==> config.mk <==
export PLATFORM = sky130hd
export DESIGN_NAME = spli_top
export DESIGN_NICKNAME = d
export VERILOG_FILES = /design/src/include/spli_pkg.sv /design/src/include/spli_tick_if.sv /design/src/rtl/spli_flash_gen.sv /design/src/rtl/spli_top.sv
export SDC_FILE = /design/constraint.sdc
export NUM_CORES = 1
export LEC_CHECK = 0
export BUFFER_PORTS_ARGS = -buffer_cell sky130_fd_sc_hd__clkbuf_2
export CAP_MARGIN = 10
export CORE_ASPECT_RATIO = 1.5
export CORE_MARGIN = 2
export CORE_UTILIZATION = 54
export CTS_CLUSTER_DIAMETER = 150
export DETAILED_ROUTE_END_ITERATION = 10
export PLACE_DENSITY = 0.8
export SYNTH_ARGS = -nofsm -noshare
export SYNTH_HDL_FRONTEND = slang
export SYNTH_HIERARCHICAL = 1
export SYNTH_SLANG_ARGS = --single-unit
==> constraint.sdc <==
create_clock -name clock -period 1.7 [get_ports clock]
set_input_delay 0.17 -clock clock [delete_from_list [all_inputs] [get_ports clock]]
set_output_delay 0.17 -clock clock [all_outputs]
set_load 0.005 [all_outputs]
==> src/include/spli_pkg.sv <==
// Purpose: shared constants and types of the startup phase lamp indicator
// Assumes: 100 MHz module clock
// Notes: lamp vectors are ordered fault, run, stop, backplane, transmit, receive (msb first)
package spli_pkg;
   localparam int unsigned CLOCK_HZ = 100_000_000;
   localparam int unsigned CLOCK_KHZ = CLOCK_HZ / 1000;
   localparam int unsigned FLASH_HALF_MS = 250;
   localparam int unsigned FLASH_HALF_CYCLES = CLOCK_KHZ * FLASH_HALF_MS;
   localparam int unsigned SECOND_S = 1;
   localparam int unsigned SECOND_CYCLES = CLOCK_HZ * SECOND_S;
   localparam logic [3:0] ACK_FLASH_S = 4'hA;
   localparam logic [3:0] RESET_DELAY_S = 4'hA;
   localparam logic [1:0] BLINK_HALF_TICKS = 2'h2;

   localparam logic [3:0] PHASE_POWER_ON = 4'h1;
   localparam logic [3:0] PHASE_OS_LOAD = 4'h2;
   localparam logic [3:0] PHASE_OS_START = 4'h3;
   localparam logic [3:0] PHASE_FW_LOAD = 4'h4;
   localparam logic [3:0] PHASE_CODE_BASE = 4'h5;
   localparam logic [3:0] PHASE_LAST = 4'hC;

   localparam int LAMP_FAULT = 5;
   localparam int LAMP_RUN = 4;
   localparam int LAMP_STOP = 3;
   localparam int LAMP_BACKPLANE = 2;
   localparam int LAMP_TRANSMIT = 1;
   localparam int LAMP_RECEIVE = 0;
   localparam logic [5:0] LAMPS_NONE = 6'h00;
   localparam logic [5:0] LAMPS_ALL = 6'h3F;
   localparam logic [2:0] CODE_ALL = 3'h7;

   localparam logic [2:0] OUTCOME_OK = 3'h0;
   localparam logic [2:0] OUTCOME_ERROR = 3'h1;
   localparam logic [2:0] OUTCOME_NO_PARAM = 3'h2;
   localparam logic [2:0] OUTCOME_NO_FW = 3'h3;
   localparam logic [2:0] OUTCOME_NONE = 3'h4;

   localparam logic [6:0] DEFAULT_STATION_ADDR = 7'h03;
   localparam logic [6:0] STATION_ADDR_NONE = 7'h00;
   localparam logic [7:0] LOG_CODE_NONE = 8'h00;
   localparam logic [3:0] SEC_ZERO = 4'h0;
   localparam logic [3:0] PHASE_NONE = 4'h0;

   typedef enum logic [3:0] {
      SPLI_ST_PHASE = 4'b0000,
      SPLI_ST_OK = 4'b0001,
      SPLI_ST_ERROR = 4'b0010,
      SPLI_ST_NO_PARAM = 4'b0011,
      SPLI_ST_NO_FW = 4'b0100,
      SPLI_ST_NONE = 4'b0101,
      SPLI_ST_DEFAULT = 4'b0110,
      SPLI_ST_ACK = 4'b0111,
      SPLI_ST_WAIT = 4'b1000
   } spli_state_t;
endpackage : spli_pkg

==> src/include/spli_tick_if.sv <==
// Purpose: carries the common flash phase and time ticks between the indicator's modules
// Assumes: one clock domain
// Notes: all signals are registered by the generator
interface spli_tick_if;
   logic flash_on;
   logic half_tick;
   logic sec_tick;
   modport gen (output flash_on, output half_tick, output sec_tick);
   modport use_side (input flash_on, input half_tick, input sec_tick);
endinterface : spli_tick_if

==> src/rtl/spli_flash_gen.sv <==
// Purpose: common flash square wave and one second tick
// Assumes: synchronous active low reset already released cleanly
// Notes: one shared toggle keeps every flashing lamp in phase
module spli_flash_gen
   import spli_pkg::*;
#(
   parameter int unsigned HALF_CYCLES = FLASH_HALF_CYCLES,
   parameter int unsigned SEC_CYCLES = SECOND_CYCLES
) (
   input wire logic clock,
   input wire logic rst_n,
   spli_tick_if.gen ticks
);
   typedef struct packed {
      logic [31:0] half_cnt;
      logic [31:0] sec_cnt;
      logic flash_on;
      logic half_tick;
      logic sec_tick;
   } spli_flash_t;

   spli_flash_t r;
   spli_flash_t next_r;

   always_comb begin
      next_r = r;
      next_r.half_tick = 1'b0;
      next_r.sec_tick = 1'b0;
      // 50 percent duty: equal on and off halves
      if (r.half_cnt == 32'(HALF_CYCLES - 1)) begin
         next_r.half_cnt = '0;
         next_r.flash_on = ~r.flash_on;
         next_r.half_tick = 1'b1;
      end else begin
         next_r.half_cnt = r.half_cnt + 32'h1;
      end
      if (r.sec_cnt == 32'(SEC_CYCLES - 1)) begin
         next_r.sec_cnt = '0;
         next_r.sec_tick = 1'b1;
      end else begin
         next_r.sec_cnt = r.sec_cnt + 32'h1;
      end
   end

   always_ff @(posedge clock) begin
      if (!rst_n) begin
         r <= '0;
      end else begin
         r <= next_r;
      end
   end

   assign ticks.flash_on = r.flash_on;
   assign ticks.half_tick = r.half_tick;
   assign ticks.sec_tick = r.sec_tick;
endmodule : spli_flash_gen

==> src/rtl/spli_top.sv <==
// Purpose: startup phase lamp indicator with fault report and parameter reset countdown
// Assumes: phase, outcome and event inputs synchronous to clock; button high while pressed
// Notes: lamp outputs are registered; flash rate and second length are parameters
// Contract
// phase 1 lights all six startup lamps
// phase 2: group fault off, other five lit
// phase 3: group fault and run off, remaining four lit
// phase 4: fault, run, stop off; backplane, transmit, receive lit
// phases 5 to 12: fault off, run flashing, stop steady
// phases 5 to 12 show phase minus 5 in binary on three lamps
// clean completion: run lit, fault and stop off, lower lamps normal meaning
// error completion: fault and stop lit, run dark, lower lamps frozen
// missing parameters: stop lit, backplane and transmit flash, receive lit
// no firmware or neither: stop lit, given lamps flash
// default startup done: run and stop flash, lower three lit
// link and traffic lamps carry no startup meaning
// startup problem lights fault, interrupts host, logs diagnostic entry
// new parameter set: fault lamp flashes about ten seconds
// ten seconds later self reset and restart startup from power on
// button held at power on: fault blinks off then on in phase 1
// operator holds button through power on, releases after the blink
// after default startup accept parameters on multipoint bus and ethernet
// default startup behind certain hosts forces station address 3
// configuring party restarts device after supplying parameters
// flashing lamps share one rate, half duty, in phase
module spli_top
   import spli_pkg::*;
#(
   parameter int unsigned HALF_CYCLES = FLASH_HALF_CYCLES,
   parameter int unsigned SEC_CYCLES = SECOND_CYCLES
) (
   input wire logic clock,
   input wire logic arst_n,
   input wire logic phase_valid,
   input wire logic [3:0] phase_num,
   input wire logic outcome_valid,
   input wire logic [2:0] outcome_code,
   input wire logic problem_valid,
   input wire logic [7:0] problem_code,
   input wire logic param_received,
   input wire logic reset_button,
   input wire logic fixed_addr_host,
   input wire logic [2:0] normal_lamps,
   output logic group_fault_lamp,
   output logic run_lamp,
   output logic stop_lamp,
   output logic backplane_bus_lamp,
   output logic transmit_lamp,
   output logic receive_lamp,
   output logic diag_irq,
   output logic diag_log_valid,
   output logic [7:0] diag_log_code,
   output logic self_reset_req,
   output logic default_mode,
   output logic accept_multipoint_param,
   output logic accept_ethernet_param,
   output logic station_addr_force,
   output logic [6:0] station_addr
);
   typedef struct packed {
      spli_state_t state;
      spli_state_t ret_state;
      logic [3:0] phase;
      logic [3:0] err_phase;
      logic fault;
      logic default_mode;
      logic strap_done;
      logic blink_active;
      logic [1:0] blink_cnt;
      logic [3:0] sec_cnt;
      logic [5:0] lamps;
      logic diag_irq;
      logic log_valid;
      logic [7:0] log_code;
      logic self_reset;
      logic accept;
      logic addr_force;
      logic [6:0] addr;
   } spli_top_t;

   logic [1:0] rst_sync;
   logic rst_n;
   spli_top_t r;
   spli_top_t next_r;
   spli_tick_if ticks ();

   // only the second stage is used; the first may be metastable
   always_ff @(posedge clock or negedge arst_n) begin
      if (!arst_n) begin
         rst_sync <= 2'b00;
      end else begin
         rst_sync <= {rst_sync[0], 1'b1};
      end
   end
   assign rst_n = rst_sync[1];

   spli_flash_gen #(
      .HALF_CYCLES(HALF_CYCLES),
      .SEC_CYCLES(SEC_CYCLES)
   ) u_flash (
      .clock(clock),
      .rst_n(rst_n),
      .ticks(ticks)
   );

   // three lower lamps during a running phase; the backplane lamp (vector bit 2) carries the code's low bit
   function automatic logic [2:0] phase_code(input logic [3:0] ph);
      logic [3:0] diff;
      diff = ph - PHASE_CODE_BASE;
      if (ph < PHASE_CODE_BASE) begin
         phase_code = CODE_ALL;
      end else begin
         phase_code = {diff[0], diff[1], diff[2]};
      end
   endfunction : phase_code

   // returns {steady mask, flash mask} for a display state
   function automatic logic [11:0] display(
      input spli_state_t st,
      input logic [3:0] ph,
      input logic [3:0] eph,
      input logic [2:0] normal
   );
      logic [5:0] steady;
      logic [5:0] flash;
      steady = LAMPS_NONE;
      flash = LAMPS_NONE;
      case (st)
         SPLI_ST_PHASE: begin
            steady[2:0] = phase_code(ph);
            if (ph == PHASE_POWER_ON) begin
               steady = LAMPS_ALL;
            end else if (ph == PHASE_OS_LOAD) begin
               steady[LAMP_RUN] = 1'b1;
               steady[LAMP_STOP] = 1'b1;
            end else if (ph == PHASE_OS_START) begin
               steady[LAMP_STOP] = 1'b1;
            end else if (ph == PHASE_FW_LOAD) begin
               steady[LAMP_STOP] = 1'b0;
            end else begin
               steady[LAMP_STOP] = 1'b1;
               flash[LAMP_RUN] = 1'b1;
            end
         end
         SPLI_ST_OK: begin
            steady[LAMP_RUN] = 1'b1;
            steady[2:0] = normal;
         end
         SPLI_ST_ERROR: begin
            steady[LAMP_FAULT] = 1'b1;
            steady[LAMP_STOP] = 1'b1;
            steady[2:0] = phase_code(eph);
         end
         SPLI_ST_NO_PARAM: begin
            steady[LAMP_STOP] = 1'b1;
            steady[LAMP_RECEIVE] = 1'b1;
            flash[LAMP_BACKPLANE] = 1'b1;
            flash[LAMP_TRANSMIT] = 1'b1;
         end
         SPLI_ST_NO_FW: begin
            steady[LAMP_STOP] = 1'b1;
            steady[LAMP_BACKPLANE] = 1'b1;
            flash[LAMP_TRANSMIT] = 1'b1;
            flash[LAMP_RECEIVE] = 1'b1;
         end
         SPLI_ST_NONE: begin
            steady[LAMP_STOP] = 1'b1;
            flash[2:0] = CODE_ALL;
         end
         SPLI_ST_DEFAULT: begin
            flash[LAMP_RUN] = 1'b1;
            flash[LAMP_STOP] = 1'b1;
            steady[2:0] = CODE_ALL;
         end
         default: begin
            steady = LAMPS_NONE;
            flash = LAMPS_NONE;
         end
      endcase
      display = {steady, flash};
   endfunction : display

   function automatic logic is_done(input spli_state_t st);
      case (st)
         SPLI_ST_OK, SPLI_ST_ERROR, SPLI_ST_NO_PARAM, SPLI_ST_NO_FW, SPLI_ST_NONE, SPLI_ST_DEFAULT: begin
            is_done = 1'b1;
         end
         default: begin
            is_done = 1'b0;
         end
      endcase
   endfunction : is_done

   always_comb begin
      logic [11:0] masks;
      logic [5:0] lamps;
      spli_state_t shown;
      masks = '0;
      lamps = LAMPS_NONE;
      shown = SPLI_ST_PHASE;
      next_r = r;
      next_r.diag_irq = 1'b0;
      next_r.log_valid = 1'b0;
      next_r.self_reset = 1'b0;

      // strap caught once, in the first cycle after reset release
      if (!r.strap_done) begin
         next_r.strap_done = 1'b1;
         next_r.default_mode = reset_button;
         next_r.blink_active = reset_button;
         next_r.blink_cnt = '0;
      end

      // off for a fixed number of half flash periods, then back on
      if (r.blink_active && ticks.half_tick) begin
         if (r.blink_cnt == BLINK_HALF_TICKS - 2'h1) begin
            next_r.blink_active = 1'b0;
         end else begin
            next_r.blink_cnt = r.blink_cnt + 2'h1;
         end
      end

      case (r.state)
         SPLI_ST_PHASE: begin
            if (phase_valid && phase_num >= PHASE_POWER_ON && phase_num <= PHASE_LAST) begin
               next_r.phase = phase_num;
            end
            if (outcome_valid) begin
               case (outcome_code)
                  OUTCOME_OK: begin
                     next_r.state = r.default_mode ? SPLI_ST_DEFAULT : SPLI_ST_OK;
                  end
                  OUTCOME_ERROR: begin
                     next_r.state = SPLI_ST_ERROR;
                     next_r.err_phase = r.phase;
                  end
                  OUTCOME_NO_PARAM: begin
                     next_r.state = SPLI_ST_NO_PARAM;
                  end
                  OUTCOME_NO_FW: begin
                     next_r.state = SPLI_ST_NO_FW;
                  end
                  OUTCOME_NONE: begin
                     next_r.state = SPLI_ST_NONE;
                  end
                  default: begin
                     next_r.state = r.state;
                  end
               endcase
            end
         end
         SPLI_ST_ACK: begin
            if (ticks.sec_tick) begin
               if (r.sec_cnt == ACK_FLASH_S - 4'h1) begin
                  next_r.state = SPLI_ST_WAIT;
                  next_r.sec_cnt = SEC_ZERO;
               end else begin
                  next_r.sec_cnt = r.sec_cnt + 4'h1;
               end
            end
         end
         SPLI_ST_WAIT: begin
            if (ticks.sec_tick) begin
               if (r.sec_cnt == RESET_DELAY_S - 4'h1) begin
                  // behaves as after power on, but the button is not sampled again
                  next_r.state = SPLI_ST_PHASE;
                  next_r.phase = PHASE_POWER_ON;
                  next_r.self_reset = 1'b1;
                  next_r.fault = 1'b0;
                  next_r.default_mode = 1'b0;
                  next_r.sec_cnt = SEC_ZERO;
               end else begin
                  next_r.sec_cnt = r.sec_cnt + 4'h1;
               end
            end
         end
         default: begin
            if (param_received) begin
               next_r.ret_state = r.state;
               next_r.state = SPLI_ST_ACK;
               next_r.sec_cnt = SEC_ZERO;
            end
         end
      endcase

      // problems count only while the phases run; in the cycle self_reset_req is high the state is already back in the phases
      if (problem_valid && r.state == SPLI_ST_PHASE) begin
         next_r.fault = 1'b1;
         next_r.diag_irq = 1'b1;
         next_r.log_valid = 1'b1;
         next_r.log_code = problem_code;
      end

      // the countdown shows the outcome that was reached before the transfer
      shown = (r.state == SPLI_ST_ACK || r.state == SPLI_ST_WAIT) ? r.ret_state : r.state;
      masks = display(shown, r.phase, r.err_phase, normal_lamps);
      lamps = masks[11:6] | (masks[5:0] & {6{ticks.flash_on}});
      if (r.state == SPLI_ST_PHASE && r.fault) begin
         lamps[LAMP_FAULT] = 1'b1;
      end
      if (r.state == SPLI_ST_PHASE && r.phase == PHASE_POWER_ON && r.blink_active) begin
         lamps[LAMP_FAULT] = 1'b0;
      end
      if (r.state == SPLI_ST_ACK) begin
         lamps[LAMP_FAULT] = ticks.flash_on;
      end
      // link and traffic lamps are left to the network logic and not driven here
      next_r.lamps = lamps;

      // after a default start the device waits for the configuring party to restart it
      next_r.accept = is_done(r.state);
      next_r.addr_force = r.default_mode && fixed_addr_host && r.state == SPLI_ST_DEFAULT;
      next_r.addr = next_r.addr_force ? DEFAULT_STATION_ADDR : STATION_ADDR_NONE;
   end

   always_ff @(posedge clock) begin
      if (!rst_n) begin
         r.state <= SPLI_ST_PHASE;
         r.ret_state <= SPLI_ST_PHASE;
         r.phase <= PHASE_POWER_ON;
         r.err_phase <= PHASE_NONE;
         r.fault <= 1'b0;
         r.default_mode <= 1'b0;
         r.strap_done <= 1'b0;
         r.blink_active <= 1'b0;
         r.blink_cnt <= '0;
         r.sec_cnt <= SEC_ZERO;
         r.lamps <= LAMPS_ALL;
         r.diag_irq <= 1'b0;
         r.log_valid <= 1'b0;
         r.log_code <= LOG_CODE_NONE;
         r.self_reset <= 1'b0;
         r.accept <= 1'b0;
         r.addr_force <= 1'b0;
         r.addr <= STATION_ADDR_NONE;
      end else begin
         r <= next_r;
      end
   end

   assign group_fault_lamp = r.lamps[LAMP_FAULT];
   assign run_lamp = r.lamps[LAMP_RUN];
   assign stop_lamp = r.lamps[LAMP_STOP];
   assign backplane_bus_lamp = r.lamps[LAMP_BACKPLANE];
   assign transmit_lamp = r.lamps[LAMP_TRANSMIT];
   assign receive_lamp = r.lamps[LAMP_RECEIVE];
   assign diag_irq = r.diag_irq;
   assign diag_log_valid = r.log_valid;
   assign diag_log_code = r.log_code;
   assign self_reset_req = r.self_reset;
   assign default_mode = r.default_mode;
   // parameters are taken over either path once a startup outcome stands
   assign accept_multipoint_param = r.accept;
   assign accept_ethernet_param = r.accept;
   assign station_addr_force = r.addr_force;
   assign station_addr = r.addr;
endmodule : spli_top

# [Yosys cells after proc, flatten, opt, wreduce, memory -nomap -nowiden]
# Index checks and enable logic that the tools add are counted.
[totals] register_bits=121 inputBits=26 wordCells=169
[classes] n_addsub=6 order_cmp=4 n_eq_ne=34 n_mux=58 bitwise=6 n_reduce_logical=37
[op_table] operator="adder 32 x 1 -> 32 bit (second input constant)" count=2
[op_table] operator="two-way mux 4 bit" count=12
[op_table] operator="equality test 32 x 25 -> 1 bit (second input constant)" count=1
[op_table] operator="equality test 32 x 27 -> 1 bit (second input constant)" count=1
[op_table] operator="equality test 4 x 3 -> 1 bit (second input constant)" count=8
[op_table] operator="equality test 4 x 2 -> 1 bit (second input constant)" count=6
[op_table] operator="two-way mux 1 bit" count=21
[op_table] operator="case mux 4 bit (5 select lines)" count=1
[op_table] operator="case mux 4 bit (2 select lines)" count=2
[op_table] operator="two-way mux 3 bit" count=5
[op_table] operator="OR reduction 2 bit" count=7
[op_table] operator="equality test 4 x 1 -> 1 bit (second input constant)" count=3
[op_table] operator="two-way mux 2 bit" count=6
[op_table] operator="case mux 1 bit (4 select lines)" count=3
[op_table] operator="case mux 4 bit (3 select lines)" count=1
[op_table] operator="AND reduction 3 bit" count=4
[op_table] operator="two-way mux 10 bit" count=1
[op_table] operator="nonzero test 2 bit" count=5
[op_table] operator="logical AND 1 bit" count=9
[op_table] operator="equality test 4 bit (second input constant)" count=2
[op_table] operator="logical NOT 4 bit" count=2
[op_table] operator="< comparator 4 x 3 -> 1 bit (second input constant)" count=2
[op_table] operator="two-way mux 8 bit" count=1
[op_table] operator="inequality test 2 bit (second input constant)" count=4
[op_table] operator="other kinds (25)" count=36

# [Longest topological paths before layout]
# Gate-level depths: netlist (run 1).
[logic_depth] depth_word=11 mapped_depth=8

# [Modules after synthesis]
# Netlist (run 1), hierarchy kept.
[modules_own_cells] mod="spli_flash_gen" instances=1 cells_per_inst=376 area_each_um2=3273.1
[modules_own_cells] mod="spli_top" instances=1 cells_per_inst=305 area_each_um2=2581.2

# [Worst setup path before layout (run 1)]
# OpenSTA, ideal clock, no wires.
[synth_timing] path_type="register to register" start="register u_flash/r[22] in the netlist's numbering" end="register u_flash/r[16] in the netlist's numbering" setup_ps=115 t_arrival_ps=1731 t_required_ps=1585 slack_ps=-145 path_stages_with_launch=7 n_path_buf=2 synth_period_minus_slack_ps=1845 cell_sequence="dfxtp_1 -> or2_2 -> or4_4 -> o31ai_4 -> clkbuf_8 -> buf_6 -> nor2_1"
[synth_between] elab_chain_cells=2
[synth_rtl] item="from (decl)" line_no="spli_flash_gen.sv:22" rtl="spli_flash_t r;"
[synth_rtl] item="from (signal assigned)" line_no="spli_flash_gen.sv:49" rtl="r <= next_r;"
[synth_rtl] item="equality test 32 x 27 -> 1 bit" line_no="spli_flash_gen.sv:37" rtl="if (r.sec_cnt == 32'(SEC_CYCLES - 1)) begin"
[synth_rtl] item="OR reduction 2 bit (no line)"
# No other way between the ends.
# A chain may end at the register's enable or synchronous reset.

# [Worst setup path in the final report (run 1)]
[layout_timing] start="register u_flash/r[14] in the netlist's numbering" end="register u_flash/r[13] in the netlist's numbering"
# The elaborated chain is that of the path after synthesis.

==> impl_metrics.yaml, run 1 <==
global_route:
  grt_overflow_total: 0
  grtUsageTotal: 0.311
  antenna_found_initial: 0
  grt_max_degree: 32
  grt_pass1_vias: 6336
  grt_pass1_wl_mm: 29.1
timing:
  slew_headroom: 0.563
  period_needed_ns: 1.90
  post-route-period-util: 1.12
  setup_viol: 70
  final_max_slew_viol_count: 0
  rsz0062_at_grt: "yes"
  max_freq_mhz: 526
  skew_ns: 0.00879
  finalHoldViolCount: 0
  setup_slack_ns: -0.202
  worstMarginPinSlew_ns: 0.646
clock_tree:
  cts_tree: "built"
  clkSinkCount: 113
  clock_path_buffers: 2
  numCtsBuffers: 17
  clk_pin_slew_ns: 0.06
  root_buffer: "clkbuf_16"
  htree_num_levels: 4
  clkLatencyLatePin_ns: 0.42
worst_setup_path:
  critPathArrivalTime_ns: 2.21
  critPathMaxFanout: 10
  path_class: "reg -> reg"
  crit_required_ns: 2.01
  cp-end-kind: "flip-flop"
  startpoint_type: "flip-flop"
floorplan:
  rows: 46
  core_area_mm2: 0.0106
  die_w_um: 89.0
  start_util: 0.553
  ios: 54
  die_height_um: 132
  dieArea_mm2: 0.0117
route:
  ant_nets: 0
  drt_pass1_iterations: 6
  drc: 0
  avgViaCountPerCell: 6.78
  num_vias: 6871
  first_iter_violations: 818
  drt_wl_total_mm: 23.6
  wl_per_cell_um: 23.3
flow_run:
  maxCapViolations: 0
final_layout:
  design_area_mm2: 0.00858
  layout_commonest_cell: "buf_4"
  final_util: 0.810
  fin_nets: 890
  fillCellCount: 545
  area_growth_pct: 46.6
  drive_gt1_frac: 0.459
  final_cell_mix: "buf_4 (114), dfxtp_1 (71), nand2_1 (50), clkbuf_2 (48), nor2_1 (44)"
yosys:
  synth_seq_cells: 113
  synthArstFlopShare: 0.0177
  ys_types: 78
  synth_cells: 681
  synth_edf_count: 0
  syn_area_per_cell_um2: 8.60
  synth.yosys.warnings: 6
  yosysSeqAreaShare: 0.388
  syn-cell-area_mm2: 0.00585
  ys.flop_type: "dfxtp_1"
placed_design:
  placed_area_mm2: 0.00686
  dp_hpwl_mm: 11.2
  finalWeightedCongestion: 0.888
  io_buffer_count: 48
power_and_ir_drop:
  ir_drop_mv: 0.865
  swShare: 0.348
  p_leak_uw: 0.00328
  p_comb_frac: 0.341
  netSwitchingPower_uw: 3520
  clock_power_share: 0.347
  p_int_uw: 6600
  powerDensity_mw_per_mm2: 1180
  seq_power_share: 0.312
hold_path:
  hold_path_class: "in -> reg"
run_status:
  status: "finished, violations left"
  violations: "setup timing"
power groups by stage:
stage	logic, uW	registers [uW]	clock network [uW]
floorplan	1600	3080	0
global placement	2220	3140	0
detailed placement	2330	3160	0
CTS	2580	3120	3450
global route	3630	3180	3640
finish	3450	3150	3510
flip-flops by register name, indices dropped and copies added (netlist names), 2 cells and up:
name,cells
diag_log_code,8
r,25
rst_sync,2
u_flash/r,64
through the flow:
step                      total power, uW  cells  setup TNS, ns  hold slack, ns  setup WS (ns)
after global placement               5370    937          -1.47         -0.0434        -0.0853
final                               10100   1013          -7.55          0.0550         -0.202
after detailed placement             5490    937          -3.47         -0.0419         -0.227
after floorplan                      4670    685         -0.139          -0.126        -0.0165
after CTS                            9160    988         -0.447         0.00757        -0.0515
after global routing                10500   1012          -8.90          0.0348         -0.220
area by class of cell:
class | instances | area, um2 | share of cell area
inverters | 19 | 73.8 | 0.00860
diodes | 1 | 2.50 | 0.000292
multi-input cells | 504 | 3800 | 0.443
flip-flops and latches | 113 | 2360 | 0.275
well taps | 144 | 180 | 0.0210
clock buffers | 17 | 425 | 0.0496
clock inverters | 15 | 150 | 0.0175
repair buffers | 200 | 1590 | 0.185
final timing paths:
kind / from / end / slack (ns) / depth (start not counted)
max in group asynchronous: arst_n / rst_sync[1] / 1.53 / 2
worst min register to register: rst_sync[0] / rst_sync[1] / 0.38 / 0
worst max-delay path: u_flash/r[14] / u_flash/r[13] / -0.20 / 7
worst max register to register: u_flash/r[14] / u_flash/r[13] / -0.20 / 7
min in group asynchronous: arst_n / rst_sync[0] / 0.07 / 2
worst min-delay path: phase_num[2] / r[42] / 0.06 / 3
cell usage after synthesis (6+ instances only):
| cell type | n | share of area |
|---|---|---|
| o31ai_1 | 19 | 0.024 |
| dfxtp_1 | 111 | 0.38 |
| and3_1 | 10 | 0.011 |
| nor3_1 | 6 | 0.0051 |
| or4_1 | 23 | 0.029 |
| o21ai_0 | 31 | 0.027 |
| a31oi_1 | 8 | 0.0085 |
| ha_1 | 9 | 0.019 |
| nor4_1 | 13 | 0.014 |
| nand2_1 | 52 | 0.033 |
| inv_1 | 18 | 0.012 |
| nor2_1 | 64 | 0.041 |
| xor2_1 | 17 | 0.025 |
| a21oi_1 | 55 | 0.047 |
| buf_2 | 8 | 0.0068 |
| xnor2_1 | 12 | 0.018 |
| and4_1 | 6 | 0.0090 |
| clkbuf_1 | 12 | 0.0077 |
| and2_1 | 9 | 0.0096 |
| nand4_1 | 26 | 0.028 |
| buf_4 | 21 | 0.027 |
| or3_1 | 15 | 0.016 |
| nand3_1 | 29 | 0.025 |
| nor2b_1 | 7 | 0.0075 |
| mux2i_1 | 8 | 0.014 |
repair_timing:
action                                 CTS  global route
setup buffers                           10            18
pin swaps                               18            52
setup endpoints to repair               87            93
gates cloned                             0             6
hold buffers                             9             0
gates resized for setup                 42           160
endpoints found under the hold margin   10             0
logic make-up (layout without fill, tap and decap cells):
kind of cell             Yosys count  in the layout  synth area share
AO/OA/AOI/OAI                    150            150             0.165
adder cells (fa/ha/maj)            9              9            0.0192
flip-flops                       113            113             0.388
XOR/XNOR                          29             29            0.0434
buffers and inverters             68            251            0.0692
multiplexers                       9              9            0.0156
other                              2              7           0.00128
AND/OR/NAND/NOR                  301            301             0.298
worst max-delay path, stage by stage, from the launching register on:
cell and delay, ns:
dfxtp_1 0.36, nor4b_1 0.41, buf_4 0.20, nand3_2 0.11
o31ai_4 0.31, buf_6 0.18, buf_12 0.14, nor2_1 0.07
per-layer routing:
metal	global-route usage	up-vias	part of all wire	routed length, um
met3	0.0697	251	0.085	2000
met5	0	-	0	0
met1	0.314	3165	0.32	7640
met2	0.573	616	0.49	11600
met4	0.156	0	0.10	2360
li1	-	2839	-	-
Power figures use the tool's default switching activity.
==> run 2, diff against run 1 <==
Settings changed: CORE_UTILIZATION 54 to 55, PLACE_DENSITY 0.8 to 0.79, SYNTH_HIERARCHICAL 1 to default.
Clock period 1.7 ns to 2 ns, I/O delays scaled along.
==> impl_metrics.yaml, run 2 <==
run_status:
  status: "finished clean"
global_route:
  grt_overflow_total: 0
  grt_pass1_vias: 4535
  grt_max_degree: 30
  grt_pass1_wl_mm: 20.0
  grtUsageTotal: 0.231
  antenna_found_initial: 0
hold_path:
  min_path_cells: 3
  worstHoldStart: "problem_code[6]"
  holdPathEnd: "diag_log_code[6]"
  hold_path_class: "in -> reg"
timing:
  setup_viol: 0
  final_max_slew_viol_count: 0
  finalHoldViolCount: 0
  rsz0062_at_grt: "no"
  post-route-period-util: 0.924
  skew_ns: 0.00938
  max_freq_mhz: 541
  final.setup.tns_ns: 0
  period_needed_ns: 1.85
worst_setup_path:
  r2r-end: "transmit_lamp"
  critPathArrivalTime_ns: 2.20
  startpoint_type: "flip-flop"
  critPathMaxFanout: 8
  cp-end-kind: "flip-flop"
  path_class: "reg -> reg"
  r2r.worst_path.cells: 6
  r2r_start: "r[50]"
  crit_required_ns: 2.35
  timing.reg2reg.setup_slack_ns: 0.15
placed_design:
  dp_cells: 797
  io_buffer_count: 48
  dp_hpwl_mm: 8.63
  finalWeightedCongestion: 0.879
route:
  ant_nets: 0
  drc: 0
  first_iter_violations: 246
  avgViaCountPerCell: 5.68
  drt_wl_total_mm: 12.0
  wl_per_cell_um: 14.4
  num_vias: 4734
  drt_pass1_iterations: 7
clock_tree:
  numCtsBuffers: 17
  clkLatencyLatePin_ns: 0.41
  htree_num_levels: 4
  clkSinkCount: 113
  cts_tree: "built"
  clock_path_buffers: 2
  clk_pin_slew_ns: 0.05
  root_buffer: "clkbuf_16"
final_layout:
  regArea_mm2: 0.00227
  final_cell_mix: "nor2_1 (114), dfxtp_1 (110), nand2_1 (63), clkbuf_2 (48), xor2_1 (37)"
  fin_nets: 741
  largest_register: "u_flash.r"
  multi_input_area_mm2: 0.00288
  largest_reg_flops: 64
  instances_no_fill: 834
  layout_commonest_cell: "nor2_1"
  area_growth_pct: 19.3
  drive_gt1_frac: 0.172
  n_antenna_cell: 0
  fillCellCount: 747
yosys:
  syn-cell-area_mm2: 0.00542
  synthArstFlopShare: 0.0177
  synth_commonest_cells: "nor2_1 (114), dfxtp_1 (111), nand2_1 (63)"
  synth_edf_count: 0
  yosysTopAreaCellShare: 0.410
  ys_top_cells_by_area: "dfxtp_1 (41%), nor2_1 (7.9%), xor2_1 (6.0%)"
  yosysSeqAreaShare: 0.419
  synth.yosys.warnings: 0
  synth_cells: 642
  yosysTopAreaCell: "dfxtp_1"
  syn_area_per_cell_um2: 8.44
  synth_seq_cells: 113
  synth.most_common_cell: "nor2_1"
  ys_types: 63
  ys.flop_type: "dfxtp_1"
power_and_ir_drop:
  p_leak_uw: 0.00256
  ir_drop_mv: 1.07
  powerDensity_mw_per_mm2: 1110
flow_run:
  maxCapViolations: 0
floorplan:
  die_w_um: 85.0
  die_height_um: 126
  dieArea_mm2: 0.0107
  start_util: 0.562
  ios: 54
  rows: 44
  core_area_mm2: 0.00963
==> run 2: cell families after synthesis <==
family / Yosys count / share of synthesized area
other: 2 / 0.00139
and+or+nand+nor: 318 / 0.298
muxes: 5 / 0.00947
buffers and inverters: 52 / 0.0543
DFF: 113 / 0.419
adders and majority gates: 9 / 0.0208
AOI/OAI and AO/OA: 84 / 0.101
xor gates and xnor gates: 59 / 0.0954
==> run 2: cell type report <==
class | instances | area share
clock buffers | 28 | 0.0815
flip-flops and latches | 113 | 0.352
repair buffers | 81 | 0.0809
well taps | 115 | 0.0223
multi-input cells | 481 | 0.446
inverters | 12 | 0.00697
clock inverters | 4 | 0.0108
==> run 2: power breakdown <==
part	leakage, uW	total, uW	switching (uW)	internal [uW]
logic	0.00134	1580	902	681
registers	0.000924	2600	151	2450
clock network	0.000295	3000	971	2030
total	0.00256	7180	2020	5160
==> run 2: layer usage <==
| layer | vias up | GRT usage | part of all wire |
|---|---|---|---|
| met3 | 33 | 0.0614 | 0.032 |
| li1 | 2338 | - | - |
| met5 | - | 0 | 0 |
| met2 | 122 | 0.407 | 0.53 |
| met4 | 0 | 0.117 | 0.029 |
| met1 | 2241 | 0.249 | 0.41 |
==> run 2: worst max-delay path by stage <==
stage,start,cells past startpoint,end
floorplan,r[48],7,r[43]
global placement,r[50],6,transmit_lamp
detailed placement,r[51],6,run_lamp
CTS,r[51],6,run_lamp
global route,r[50],6,backplane_bus_lamp
finish,r[50],6,transmit_lamp
==> run 2: worst max-delay path, stage by stage (launching register included) <==
cell,delay (ns)
dfxtp_1,0.38
or3_4,0.40
o21a_4,0.14
o32ai_4,0.38
and3_1,0.23
o21a_1,0.14
a211o_1,0.11
==> run 2: what timing repair did <==
item / in CTS / in global routing
buffers inserted: 0 / 1
hold buffers: 4 / 0
pin swaps: 0 / 1
gates resized for setup: 1 / 3
setup endpoints to repair: 2 / 4
endpoints found under the hold margin: 5 / 0
==> run 2: through the flow <==
| stage | util | worst slack (ns) | power (uW) | hold WS, ns | cell area, um2 |
|---|---|---|---|---|---|
| floorplan | - | 0.282 | 3770 | -0.0956 | 5430 |
| global placement | 0.602 | 0.230 | 4110 | -0.0129 | 5800 |
| detailed placement | 0.602 | 0.104 | 4160 | -0.0102 | 5800 |
| CTS | 0.669 | 0.0662 | 7180 | 0.00113 | 6440 |
| global route | 0.671 | 0.0273 | 7520 | 0.0198 | 6460 |
| finish | 0.671 | 0.152 | 7180 | 0.0154 | 6460 |
